## src/inc/bit_timer_defines.svh

```systemverilog
`ifndef BIT_TIMER_DEFINES_SVH
`define BIT_TIMER_DEFINES_SVH

// ----------------------------------------------------------------
// widths
// ----------------------------------------------------------------
`define NIBBLE_W        4
`define BYTE_W          8
`define PC_LOW_W        7
`define PC_PAGE_W       3
`define FLAG_COUNT      3

// ----------------------------------------------------------------
// reset and preset values
// ----------------------------------------------------------------
`define NIBBLE_RESET    4'h0
`define BYTE_RESET      8'h00
`define PC_RESET        10'h000
`define TIMER3_PRESET   8'hFF
`define FLAGS_RESET     3'h0

`endif

```

## src/inc/bit_timer_pkg.sv

```systemverilog
package bit_timer_pkg;

    // ----------------------------------------------------------------
    // decoded instruction selector, one code per executed operation
    // ----------------------------------------------------------------
    typedef enum logic [4:0] {
        op_none               = 5'h00,
        op_bit_clear          = 5'h01,
        op_bit_test           = 5'h02,
        op_cmp_mem            = 5'h03,
        op_cmp_imm            = 5'h04,
        load_timer_two_pair   = 5'h05,
        read_timer_two_pair   = 5'h06,
        read_period_pair      = 5'h07,
        load_timer_four_pair  = 5'h08,
        write_ctrl_first      = 5'h09,
        write_ctrl_second     = 5'h0A,
        write_ctrl_third      = 5'h0B,
        test_clear_flag_one   = 5'h0C,
        test_clear_flag_two   = 5'h0D,
        test_clear_flag_three = 5'h0E,
        op_jump               = 5'h0F,
        far_jump              = 5'h10
    } op_t;

endpackage : bit_timer_pkg

```

## src/core/bit_timer_exec.sv

```systemverilog
`timescale 1ns/1ps
`include "bit_timer_defines.svh"

// Behaviour
// (RULE1) bit clear zeroes bit j of the data_pointer RAM nibble, others kept
// (RULE2) bit test skips next instruction when RAM bit j (0..3) is zero
// (RULE3) memory compare skips when accumulator equals RAM nibble; no register changes
// (RULE4) immediate compare skips when accumulator equals immediate 0..15
// (RULE5) timer-2 load writes pair value into timer 2 and its reload register
// (RULE6) timer-2 read copies timer 2 count into accumulator and second register
// (RULE7) period read copies pulse period register into accumulator and second register
// (RULE8) timer-4 load writes pair value into timer 4 and its reload register
// (RULE9) timer-4 load also presets timer 3 count to FF
// (RULE10) first control write copies accumulator into first timer control register
// (RULE11) flag-one test skips when flag set, then clears the flag
// (RULE12) flag-two and flag-three tests skip when set, then clear their flag
// (RULE13) pair transfers: second register holds bits 7..4, accumulator bits 3..0
// (RULE14) second and third control writes load second and third control registers
// (RULE15) jump replaces low seven PC bits; far_jump also loads page bits
module bit_timer_exec
    import bit_timer_pkg::*;
(
    input  wire logic        i_ref_clk,
    input  wire logic        i_sys_rst,
    input  wire logic        i_exec,
    input  wire op_t         i_op,
    input  wire logic [3:0]  i_imm,
    input  wire logic [6:0]  i_addr,
    input  wire logic [2:0]  i_page,
    input  wire logic [9:0]  i_pc,
    input  wire logic [3:0]  i_acc,
    input  wire logic [3:0]  i_breg,
    input  wire logic [3:0]  i_ram_rdata,
    input  wire logic [7:0]  i_timer2_count,
    input  wire logic [7:0]  i_period,
    input  wire logic [2:0]  i_flag_set,
    output logic             o_skip,
    output logic             o_ram_we,
    output logic      [3:0]  o_ram_wdata,
    output logic             o_acc_we,
    output logic      [3:0]  o_acc_wdata,
    output logic             o_breg_we,
    output logic      [3:0]  o_breg_wdata,
    output logic             o_timer2_load,
    output logic      [7:0]  o_timer2_value,
    output logic      [7:0]  o_reload2,
    output logic             o_timer4_load,
    output logic      [7:0]  o_timer4_value,
    output logic      [7:0]  o_reload4,
    output logic             o_timer3_preset,
    output logic      [7:0]  o_timer3_value,
    output logic      [3:0]  o_ctrl_first,
    output logic      [3:0]  o_ctrl_second,
    output logic      [3:0]  o_ctrl_third,
    output logic      [2:0]  o_flags,
    output logic             o_pc_load,
    output logic      [9:0]  o_pc_value
);

    // ----------------------------------------------------------------
    // nibble arithmetic
    // ----------------------------------------------------------------
    logic [3:0] ram_cleared;
    logic       bit_zero;
    logic       eq_mem;
    logic       eq_imm;

    nibble_ops u_nibble_ops
    (
        .i_ram      (i_ram_rdata),
        .i_acc      (i_acc),
        .i_imm      (i_imm),
        .o_cleared  (ram_cleared),
        .o_bit_zero (bit_zero),
        .o_eq_mem   (eq_mem),
        .o_eq_imm   (eq_imm)
    );

    // ----------------------------------------------------------------
    // instruction decode
    // ----------------------------------------------------------------
    wire        do_clear    = i_exec && (i_op == op_bit_clear);
    wire        do_test     = i_exec && (i_op == op_bit_test);
    wire        do_cmp_mem  = i_exec && (i_op == op_cmp_mem);
    wire        do_cmp_imm  = i_exec && (i_op == op_cmp_imm);
    wire        do_ld_t2    = i_exec && (i_op == load_timer_two_pair);
    wire        do_rd_t2    = i_exec && (i_op == read_timer_two_pair);
    wire        do_rd_per   = i_exec && (i_op == read_period_pair);
    wire        do_ld_t4    = i_exec && (i_op == load_timer_four_pair);
    wire        do_ctrl1    = i_exec && (i_op == write_ctrl_first);
    wire        do_ctrl2    = i_exec && (i_op == write_ctrl_second);
    wire        do_ctrl3    = i_exec && (i_op == write_ctrl_third);
    wire        do_jump     = i_exec && (i_op == op_jump);
    wire        do_far      = i_exec && (i_op == far_jump);
    wire [2:0]  do_flag_tst = {i_exec && (i_op == test_clear_flag_three),
                               i_exec && (i_op == test_clear_flag_two),
                               i_exec && (i_op == test_clear_flag_one)};

    // pair value: second register high, accumulator low
    wire [7:0]  pair_value  = {i_breg, i_acc};                        // RULE13
    // source of a read into the pair
    wire [7:0]  read_value  = do_rd_per ? i_period : i_timer2_count;   // RULE6 RULE7
    wire        do_read     = do_rd_t2 || do_rd_per;

    // ----------------------------------------------------------------
    // skip decision
    // ----------------------------------------------------------------
    wire        skip_bit    = do_test && bit_zero;                   // RULE2
    wire        skip_mem    = do_cmp_mem && eq_mem;                  // RULE3
    wire        skip_imm    = do_cmp_imm && eq_imm;                  // RULE4
    wire        skip_flag   = |(do_flag_tst & o_flags);              // RULE11 RULE12
    wire        next_skip   = skip_bit || skip_mem || skip_imm || skip_flag;

    // ----------------------------------------------------------------
    // jump target
    // ----------------------------------------------------------------
    wire [2:0]  next_page   = do_far ? i_page : i_pc[9:7];            // RULE15
    wire [9:0]  next_pc     = {next_page, i_addr};                   // RULE15

    // ----------------------------------------------------------------
    // flags: hardware set wins over test clear
    // ----------------------------------------------------------------
    wire [2:0]  next_flags  = i_flag_set | (o_flags & ~do_flag_tst);  // RULE11 RULE12

    // ----------------------------------------------------------------
    // one-cycle strobes
    // ----------------------------------------------------------------
    always_ff @(posedge i_ref_clk)
    begin
        if (i_sys_rst)
        begin
            o_skip          <= 1'b0;
            o_ram_we        <= 1'b0;
            o_acc_we        <= 1'b0;
            o_breg_we       <= 1'b0;
            o_timer2_load   <= 1'b0;
            o_timer4_load   <= 1'b0;
            o_timer3_preset <= 1'b0;
            o_pc_load       <= 1'b0;
        end
        else
        begin
            o_skip          <= next_skip;
            o_ram_we        <= do_clear;          // RULE1
            o_acc_we        <= do_read;           // RULE6 RULE7
            o_breg_we       <= do_read;           // RULE6 RULE7
            o_timer2_load   <= do_ld_t2;          // RULE5
            o_timer4_load   <= do_ld_t4;          // RULE8
            o_timer3_preset <= do_ld_t4;          // RULE9
            o_pc_load       <= do_jump || do_far; // RULE15
        end
    end

    // ----------------------------------------------------------------
    // data paths to RAM, pair and program counter
    // ----------------------------------------------------------------
    always_ff @(posedge i_ref_clk)
    begin
        if (i_sys_rst)
        begin
            o_ram_wdata  <= `NIBBLE_RESET;
            o_acc_wdata  <= `NIBBLE_RESET;
            o_breg_wdata <= `NIBBLE_RESET;
            o_pc_value   <= `PC_RESET;
        end
        else
        begin
            if (do_clear)
                o_ram_wdata <= ram_cleared;        // RULE1
            if (do_read)
            begin
                o_acc_wdata  <= read_value[3:0];   // RULE13
                o_breg_wdata <= read_value[7:4];   // RULE13
            end
            if (do_jump || do_far)
                o_pc_value <= next_pc;             // RULE15
        end
    end

    // ----------------------------------------------------------------
    // timer load values and reload registers
    // ----------------------------------------------------------------
    always_ff @(posedge i_ref_clk)
    begin
        if (i_sys_rst)
        begin
            o_timer2_value <= `BYTE_RESET;
            o_reload2      <= `BYTE_RESET;
            o_timer4_value <= `BYTE_RESET;
            o_reload4      <= `BYTE_RESET;
            o_timer3_value <= `TIMER3_PRESET;
        end
        else
        begin
            if (do_ld_t2)
            begin
                o_timer2_value <= pair_value;      // RULE5
                o_reload2      <= pair_value;      // RULE5
            end
            if (do_ld_t4)
            begin
                o_timer4_value <= pair_value;      // RULE8
                o_reload4      <= pair_value;      // RULE8
                o_timer3_value <= `TIMER3_PRESET;  // RULE9
            end
        end
    end

    // ----------------------------------------------------------------
    // timer control registers
    // ----------------------------------------------------------------
    always_ff @(posedge i_ref_clk)
    begin
        if (i_sys_rst)
        begin
            o_ctrl_first  <= `NIBBLE_RESET;
            o_ctrl_second <= `NIBBLE_RESET;
            o_ctrl_third  <= `NIBBLE_RESET;
        end
        else
        begin
            if (do_ctrl1)
                o_ctrl_first <= i_acc;             // RULE10
            if (do_ctrl2)
                o_ctrl_second <= i_acc;            // RULE14
            if (do_ctrl3)
                o_ctrl_third <= i_acc;             // RULE14
        end
    end

    // ----------------------------------------------------------------
    // timer flags
    // ----------------------------------------------------------------
    always_ff @(posedge i_ref_clk)
    begin
        if (i_sys_rst)
            o_flags <= `FLAGS_RESET;
        else
            o_flags <= next_flags;                 // RULE11 RULE12
    end

endmodule : bit_timer_exec

```

## src/core/nibble_ops.sv

```systemverilog
`timescale 1ns/1ps
`include "bit_timer_defines.svh"

module nibble_ops
(
    input  wire logic [3:0] i_ram,
    input  wire logic [3:0] i_acc,
    input  wire logic [3:0] i_imm,
    output logic      [3:0] o_cleared,
    output logic            o_bit_zero,
    output logic            o_eq_mem,
    output logic            o_eq_imm
);

    // ----------------------------------------------------------------
    // per-bit clear: only the bit named by imm[1:0] is forced low
    // ----------------------------------------------------------------
    genvar b;
    generate
        for (b = 0; b < `NIBBLE_W; b = b + 1)
        begin : g_clear
            assign o_cleared[b] = i_ram[b] & (i_imm[1:0] != 2'(b));  // RULE1
        end
    endgenerate

    // ----------------------------------------------------------------
    // skip conditions
    // ----------------------------------------------------------------
    assign o_bit_zero = ~i_ram[i_imm[1:0]];      // RULE2
    assign o_eq_mem   = (i_acc == i_ram);        // RULE3
    assign o_eq_imm   = (i_acc == i_imm);        // RULE4

endmodule : nibble_ops

```

## config.mk

```make
export PLATFORM = sky130hd
export DESIGN_NAME = bit_timer_exec
export DESIGN_NICKNAME = d
export VERILOG_FILES = /design/src/inc/bit_timer_pkg.sv /design/src/core/bit_timer_exec.sv /design/src/core/nibble_ops.sv
export VERILOG_INCLUDE_DIRS = /design/src /design/src/inc
export SDC_FILE = /design/constraint.sdc
export NUM_CORES = 1
export LEC_CHECK = 0
export ABC_AREA = 1
export BUFFER_PORTS_ARGS = -buffer_cell sky130_fd_sc_hd__buf_2
export CAP_MARGIN = 20
export CORE_MARGIN = 2
export CORE_UTILIZATION = 44
export CTS_CLUSTER_DIAMETER = 80
export DETAILED_ROUTE_END_ITERATION = 6
export HOLD_SLACK_MARGIN = 0.06
export PLACE_DENSITY = 0.77
export SLEW_MARGIN = 20
export SYNTH_ARGS = -nofsm -noshare
export SYNTH_HDL_FRONTEND = slang
export SYNTH_SLANG_ARGS = --single-unit
```

## constraint.sdc

```tcl
create_clock -name i_ref_clk -period 1.5 [get_ports i_ref_clk]
set_input_delay 0.15 -clock i_ref_clk [delete_from_list [all_inputs] [get_ports i_ref_clk]]
set_output_delay 0.15 -clock i_ref_clk [all_outputs]
set_load 0.03 [all_outputs]
```

==> results of run 1 <==
metal layers:
layer | global-route usage (%) | vias to the layer above | share of wire [%]
met5 | 0 | - | 0
met4 | 10.3 | 0 | 1.9
met3 | 5.05 | 18 | 7.3
met2 | 33.5 | 111 | 48
met1 | 26.1 | 1258 | 43
li1 | - | 1380 | -
cell usage in the layout, fill, tap and decap left out, types with 2 or more instances in the layout:
master         count
dlygate4sd3_1      9
clkinv_2           2
o21a_1             7
nand3_1           24
nor2_1            47
o21ai_0           23
buf_2            132
dfxtp_1           59
o22ai_1            8
conb_1             8
inv_1             25
nand2_1           45
nor2_2             4
buf_4              8
bufinv_16          3
a21oi_1           35
inv_2              4
o21ai_1           21
nor2_4             3
clkbuf_8          10
sequential cells by signal (all words and copies together), names as in the netlist:
register,cells
o_ram_we,1
o_acc_wdata,4
o_ctrl_first,4
o_reload4,8
o_ram_wdata,4
o_pc_load,1
o_skip,1
o_reload2,8
o_ctrl_third,4
o_pc_value,10
o_timer2_load,1
o_breg_wdata,4
o_ctrl_second,4
o_breg_we,1
o_flags,3
o_timer3_preset,1
cell type report:
type	instances	area, sq um
fillers	560	2310
flip-flops and latches	59	1180
inverters	30	118
multi-input cells	232	1130
repair buffers	149	811
well taps	75	93.8
clock buffers	11	141
clock inverters	5	100
worst paths after layout:
kind / from / endpoint / slack (ns) / cells after the start
worst min register to register: o_breg_wdata[2] / o_breg_wdata[2] / 0.46 / 1
worst min-delay path: i_addr[5] / o_pc_value[5] / 0.07 / 3
worst max-delay path: o_flags[1] / o_flags[1] / 0.43 / 1
worst max register to register: o_flags[1] / o_skip / 0.71 / 4
cells by family (layout without fill, tap and decap cells):
| group | Yosys count | count (layout) | synth area share, % |
|---|---|---|---|
| other | 1 | 8 | 0.140 |
| and+or+nand+nor | 130 | 130 | 22.5 |
| AOI/OAI and AO/OA | 94 | 94 | 18.6 |
| DFF | 59 | 59 | 44.2 |
| buffers and inverters | 68 | 195 | 14.6 |
metrics by stage:
stage,instance area [sq um],utilization [%],instances,worst slack [ns]
global placement,3240,55.1,536,0.194
floorplan,2700,-,359,0.400
CTS,3570,60.7,561,0.413
global route,3570,60.7,561,0.338
finish,3570,60.7,561,0.432
detailed placement,3240,55.1,536,0.165
timing repair:
action	in CTS	in global routing
endpoints found under the hold margin	9	0
setup endpoints to repair	0	0
hold buffers	9	0
report_power, final:
group | internal, mW | switching [mW] | total (mW)
registers | 1.59 | 0.0152 | 1.61
clock network | 1.14 | 0.611 | 1.75
logic | 0.153 | 0.285 | 0.438
==> impl_metrics.py, run 1 <==
metrics = {
    "status": {
        "status": "finished clean",
    },
    "placed_design": {
        "io_buffers": 132,
        "dpl.hpwl_microns": 5290,
        "place_congestion": 0.885,
    },
    "detailed_routing": {
        "drtAntennaViolNets": 0,
        "drc": 0,
        "first_pass_iters": 5,
        "vias": 2767,
        "vias_per_cell": 4.93,
        "wirelength_microns": 7100,
        "wl_per_cell_microns": 12.7,
        "first_iter_violations": 130,
    },
    "critical_path": {
        "cp_data_arrival_time_ns": 0.92,
        "path_cells": "buf_2",
        "worstPathRequired_ns": 1.35,
        "endpoint_kind": "primary output",
        "critical-path-top-delay-family": "flip-flops",
        "cpPeakStageDelay_ns": 0.36,
        "start_kind": "flop",
        "criticalPathCategory": "reg2out",
        "crit_slowest_cell": "dfxtp_1",
        "cp_max_fo": 3,
        "crit_buf_inv": 1,
    },
    "cells_and_area": {
        "drive_gt1_share_pct": 35.4,
        "antennaDiodeCount": 0,
        "syn2layout_area_growth_pct": 33.6,
        "fin_nets": 544,
    },
    "logic_synthesis": {
        "synth_top_flop_cell": "dfxtp_1",
        "postSynth.asyncResetShare_pct": 0,
        "yosysMostFrequentCell": "dfxtp_1",
        "synth_top_cells_by_area": "dfxtp_1 44%, buf_4 7.9%, nor2_1 6.6%",
        "ys.warnings.count": 0,
        "netlist.area_leader.share_pct": 44.2,
        "synth-seq-cells": 59,
        "postSynthAreaPerCell_sq_um": 7.60,
        "yosysUniqueCellTypes": 26,
        "ys_seq_area_share_pct": 44.2,
        "synth_common_cells": "59 x dfxtp_1, 47 x nor2_1, 45 x nand2_1",
        "synth-edff-count": 0,
        "synth_area_sq_um": 2680,
        "netlist_instances": 352,
        "synth_area_leader_cell": "dfxtp_1",
    },
    "pwr": {
        "p_total_mw": 3.80,
        "power_density_nw_per_um2": 1060,
        "peakVddDrop_v": 0.000768,
        "p_leak_nw": 1.91,
    },
    "floorplan": {
        "fp-row-count": 28,
        "io_pins": 148,
        "die_y_microns": 82.0,
        "die_x_microns": 82.0,
        "die_area_sq_um": 6720,
        "start_util_pct": 45.5,
        "core_area_sq_um": 5890,
    },
    "global_route": {
        "grt_start_max_net_pins": 27,
        "first_global_vias": 2393,
        "gr-total-overflow": 0,
        "grt_first_pass_wirelength_microns": 10700,
        "antenna_found_initial": 0,
        "grt_usage_pct": 20.9,
    },
    "clock_tree": {
        "cts.sinks": 59,
        "clock_latency_ns": 0.33,
        "post_cts_resized": 0,
        "cts.clk_slew.worst_paths_ns": 0.07,
        "cts_buffers": 9,
        "clock_path_buffers": 2,
        "post-cts-setup-buffer-count": 0,
        "cts_tree": "yes",
        "root_buffer": "clkbuf_8",
        "cts_max_level": 3,
    },
    "timing": {
        "final_hold_viol_count": 0,
        "max_freq_mhz": 936,
        "finalHoldWorstSlack_ns": 0.0663,
        "fin_worst_skew_ns": 0.00424,
        "drv_slew": 0,
        "final-setup-viol-count": 0,
        "rsz0062_at_grt": "false",
        "period_share_pct": 71.2,
        "fin_tns_setup_ns": 0,
        "final.min_clock_period_ns": 1.07,
    },
    "hold_path": {
        "hold_path.class": "in2reg",
    },
    "run": {
        "cap_violations": 0,
    },
}
No activity file was read; power rests on OpenSTA's default activity.
==> run 2, diff against run 1 <==
clock period = 1.1 ns   (was 1.5 ns; I/O delays follow)
==> run 2 against run 1 <==
Effect of this change: register-to-register slack worse by 0.35 ns; first-iteration DRC count fell by 25%; sequential power grew 36%; flip-flop and latch count unchanged; die area unchanged; design area increased by 6.2%; sequential share of layout area is 1.9 points lower; combinational power grew 53%; wire length grew 1.6%; clock-buffer cell count is the same; power increased by 32%.
==> impl_metrics.py, run 2 (same netlist as run 1, synthesis figures left out) <==
metrics = {
    "cells_and_area": {
        "drive_gt1_share_pct": 37.8,
        "top_regs": "o_pc_value (10), o_reload2 (8), o_reload4 (8)",
        "antennaDiodeCount": 0,
        "fillers": 561,
        "largest_register_ffs": 10,
        "layout_commonest_cell": "buf_2",
        "top_register": "o_pc_value",
        "fin_nets": 572,
        "final_area_sq_um": 3800,
        "syn2layout_area_growth_pct": 42.0,
        "final_cell_mix": "132 x buf_2, 59 x dfxtp_1, 47 x nor2_1, 45 x nand2_1, 35 x a21oi_1",
    },
    "critical_path": {
        "endpoint_kind": "primary output",
        "r2r_slack_ns": 0.36,
        "rr_startpoint": "o_flags[0]",
        "cp.depth": 1,
        "crit_slowest_cell": "dfxtp_1",
        "crit_buf_inv": 1,
        "ff2ff_path_depth": 4,
        "path_cells": "buf_2",
        "cp_max_fo": 3,
        "cp_data_arrival_time_ns": 0.92,
        "worstPathRequired_ns": 0.99,
        "start_kind": "flop",
        "endpoint": "o_flags[0]",
        "crit_start": "o_flags[0]",
        "critical-path-top-delay-family": "flip-flops",
        "rr_endpoint": "o_skip",
        "criticalPathCategory": "reg2out",
        "cpPeakStageDelay_ns": 0.36,
    },
    "run": {
        "cap_violations": 0,
    },
    "pwr": {
        "p_leak_nw": 2.04,
        "peakVddDrop_v": 0.000823,
        "power_density_nw_per_um2": 1330,
        "p_total_mw": 5.03,
    },
    "timing": {
        "final_hold_viol_count": 0,
        "period_share_pct": 93.3,
        "drv_slew": 0,
        "max_freq_mhz": 974,
        "final-setup-viol-count": 0,
        "fin_worst_skew_ns": 0.00714,
        "final.min_clock_period_ns": 1.03,
        "rsz0062_at_grt": "false",
        "fin_ws_ns": 0.0732,
    },
    "detailed_routing": {
        "vias": 2798,
        "first_pass_iters": 4,
        "drtAntennaViolNets": 0,
        "drc": 0,
        "wl_per_cell_microns": 12.3,
        "wirelength_microns": 7210,
        "vias_per_cell": 4.76,
        "first_iter_violations": 98,
    },
    "floorplan": {
        "die_y_microns": 82.0,
        "die_area_sq_um": 6720,
        "die_x_microns": 82.0,
        "io_pins": 148,
        "start_util_pct": 45.5,
        "fp-row-count": 28,
        "core_area_sq_um": 5890,
    },
    "clock_tree": {
        "cts_max_level": 3,
        "cts_tree": "yes",
        "cts.sinks": 59,
        "root_buffer": "clkbuf_8",
        "post-cts-setup-buffer-count": 0,
        "clock_latency_ns": 0.34,
        "clock_path_buffers": 2,
        "post_cts_resized": 0,
        "cts.clk_slew.worst_paths_ns": 0.06,
        "cts_buffers": 9,
    },
    "global_route": {
        "antenna_found_initial": 0,
        "grt_first_pass_wirelength_microns": 10900,
        "grt_usage_pct": 21.4,
        "first_global_vias": 2488,
        "gr-total-overflow": 0,
        "grt_start_max_net_pins": 36,
    },
    "placed_design": {
        "dpl.hpwl_microns": 5350,
        "post-place-ws_ns": -0.0679,
        "placed_cell_area_sq_um": 3440,
        "place_congestion": 0.873,
        "io_buffers": 132,
    },
    "status": {
        "status": "finished clean",
    },
    "hold_path": {
        "hold_path.class": "in2reg",
    },
}
run 2: how the worst min path moves through the flow:
stage | startpoint | end | slack [ns] | cells after the start
global placement | i_flag_set[0] | o_flags[0] | 0.32 | 3
detailed placement | i_flag_set[0] | o_flags[0] | 0.32 | 3
floorplan | i_flag_set[0] | o_flags[0] | 0.23 | 2
CTS | i_ram_rdata[0] | o_ram_wdata[0] | 0.06 | 3
finish | i_ram_rdata[0] | o_ram_wdata[0] | 0.07 | 3
global route | i_acc[1] | o_reload2[1] | 0.09 | 3
run 2: repair_timing:
item                                   4_1_cts  5_1_grt
setup endpoints to repair                    0        0
endpoints found under the hold margin       17        0
hold buffers                                14        0
run 2: per-stage QoR:
step | setup TNS [ns] | instances | utilization (%) | hold slack [ns]
final | 0 | 588 | 64.5 | 0.0746
after global routing | 0 | 588 | 64.5 | 0.0874
after CTS | 0 | 588 | 64.5 | 0.0625
after detailed placement | -1.46 | 559 | 58.5 | 0.325
after global placement | -0.521 | 559 | 58.5 | 0.316
after floorplan | 0 | 359 | - | 0.227
run 2: layout make-up:
cell class                      count  area (sq um)  area share, %
Tap cell                           75          93.8           2.47
Clock buffer                       11           141           3.72
Sequential cell                    59          1180           31.1
Inverter                           30           118           3.10
Clock inverter                      4          75.1           1.98
Multi-Input combinational cell    232          1130           29.8
Timing Repair Buffer              177          1060           27.9
run 2: layer usage:
metal / share of wire (%) / vias to the layer above / track usage, %
li1: - / 1439 / -
met1: 43 / 1243 / 25.9
met2: 49 / 104 / 35.7
met3: 7.1 / 12 / 5.93
met4: 0.87 / 0 / 9.17
met5: 0 / - / 0
run 2: power breakdown:
part           internal [mW]  switching, mW  leakage (nW)
registers               2.17         0.0209         0.477
logic                  0.269          0.401          1.46
clock network           1.33          0.844         0.102
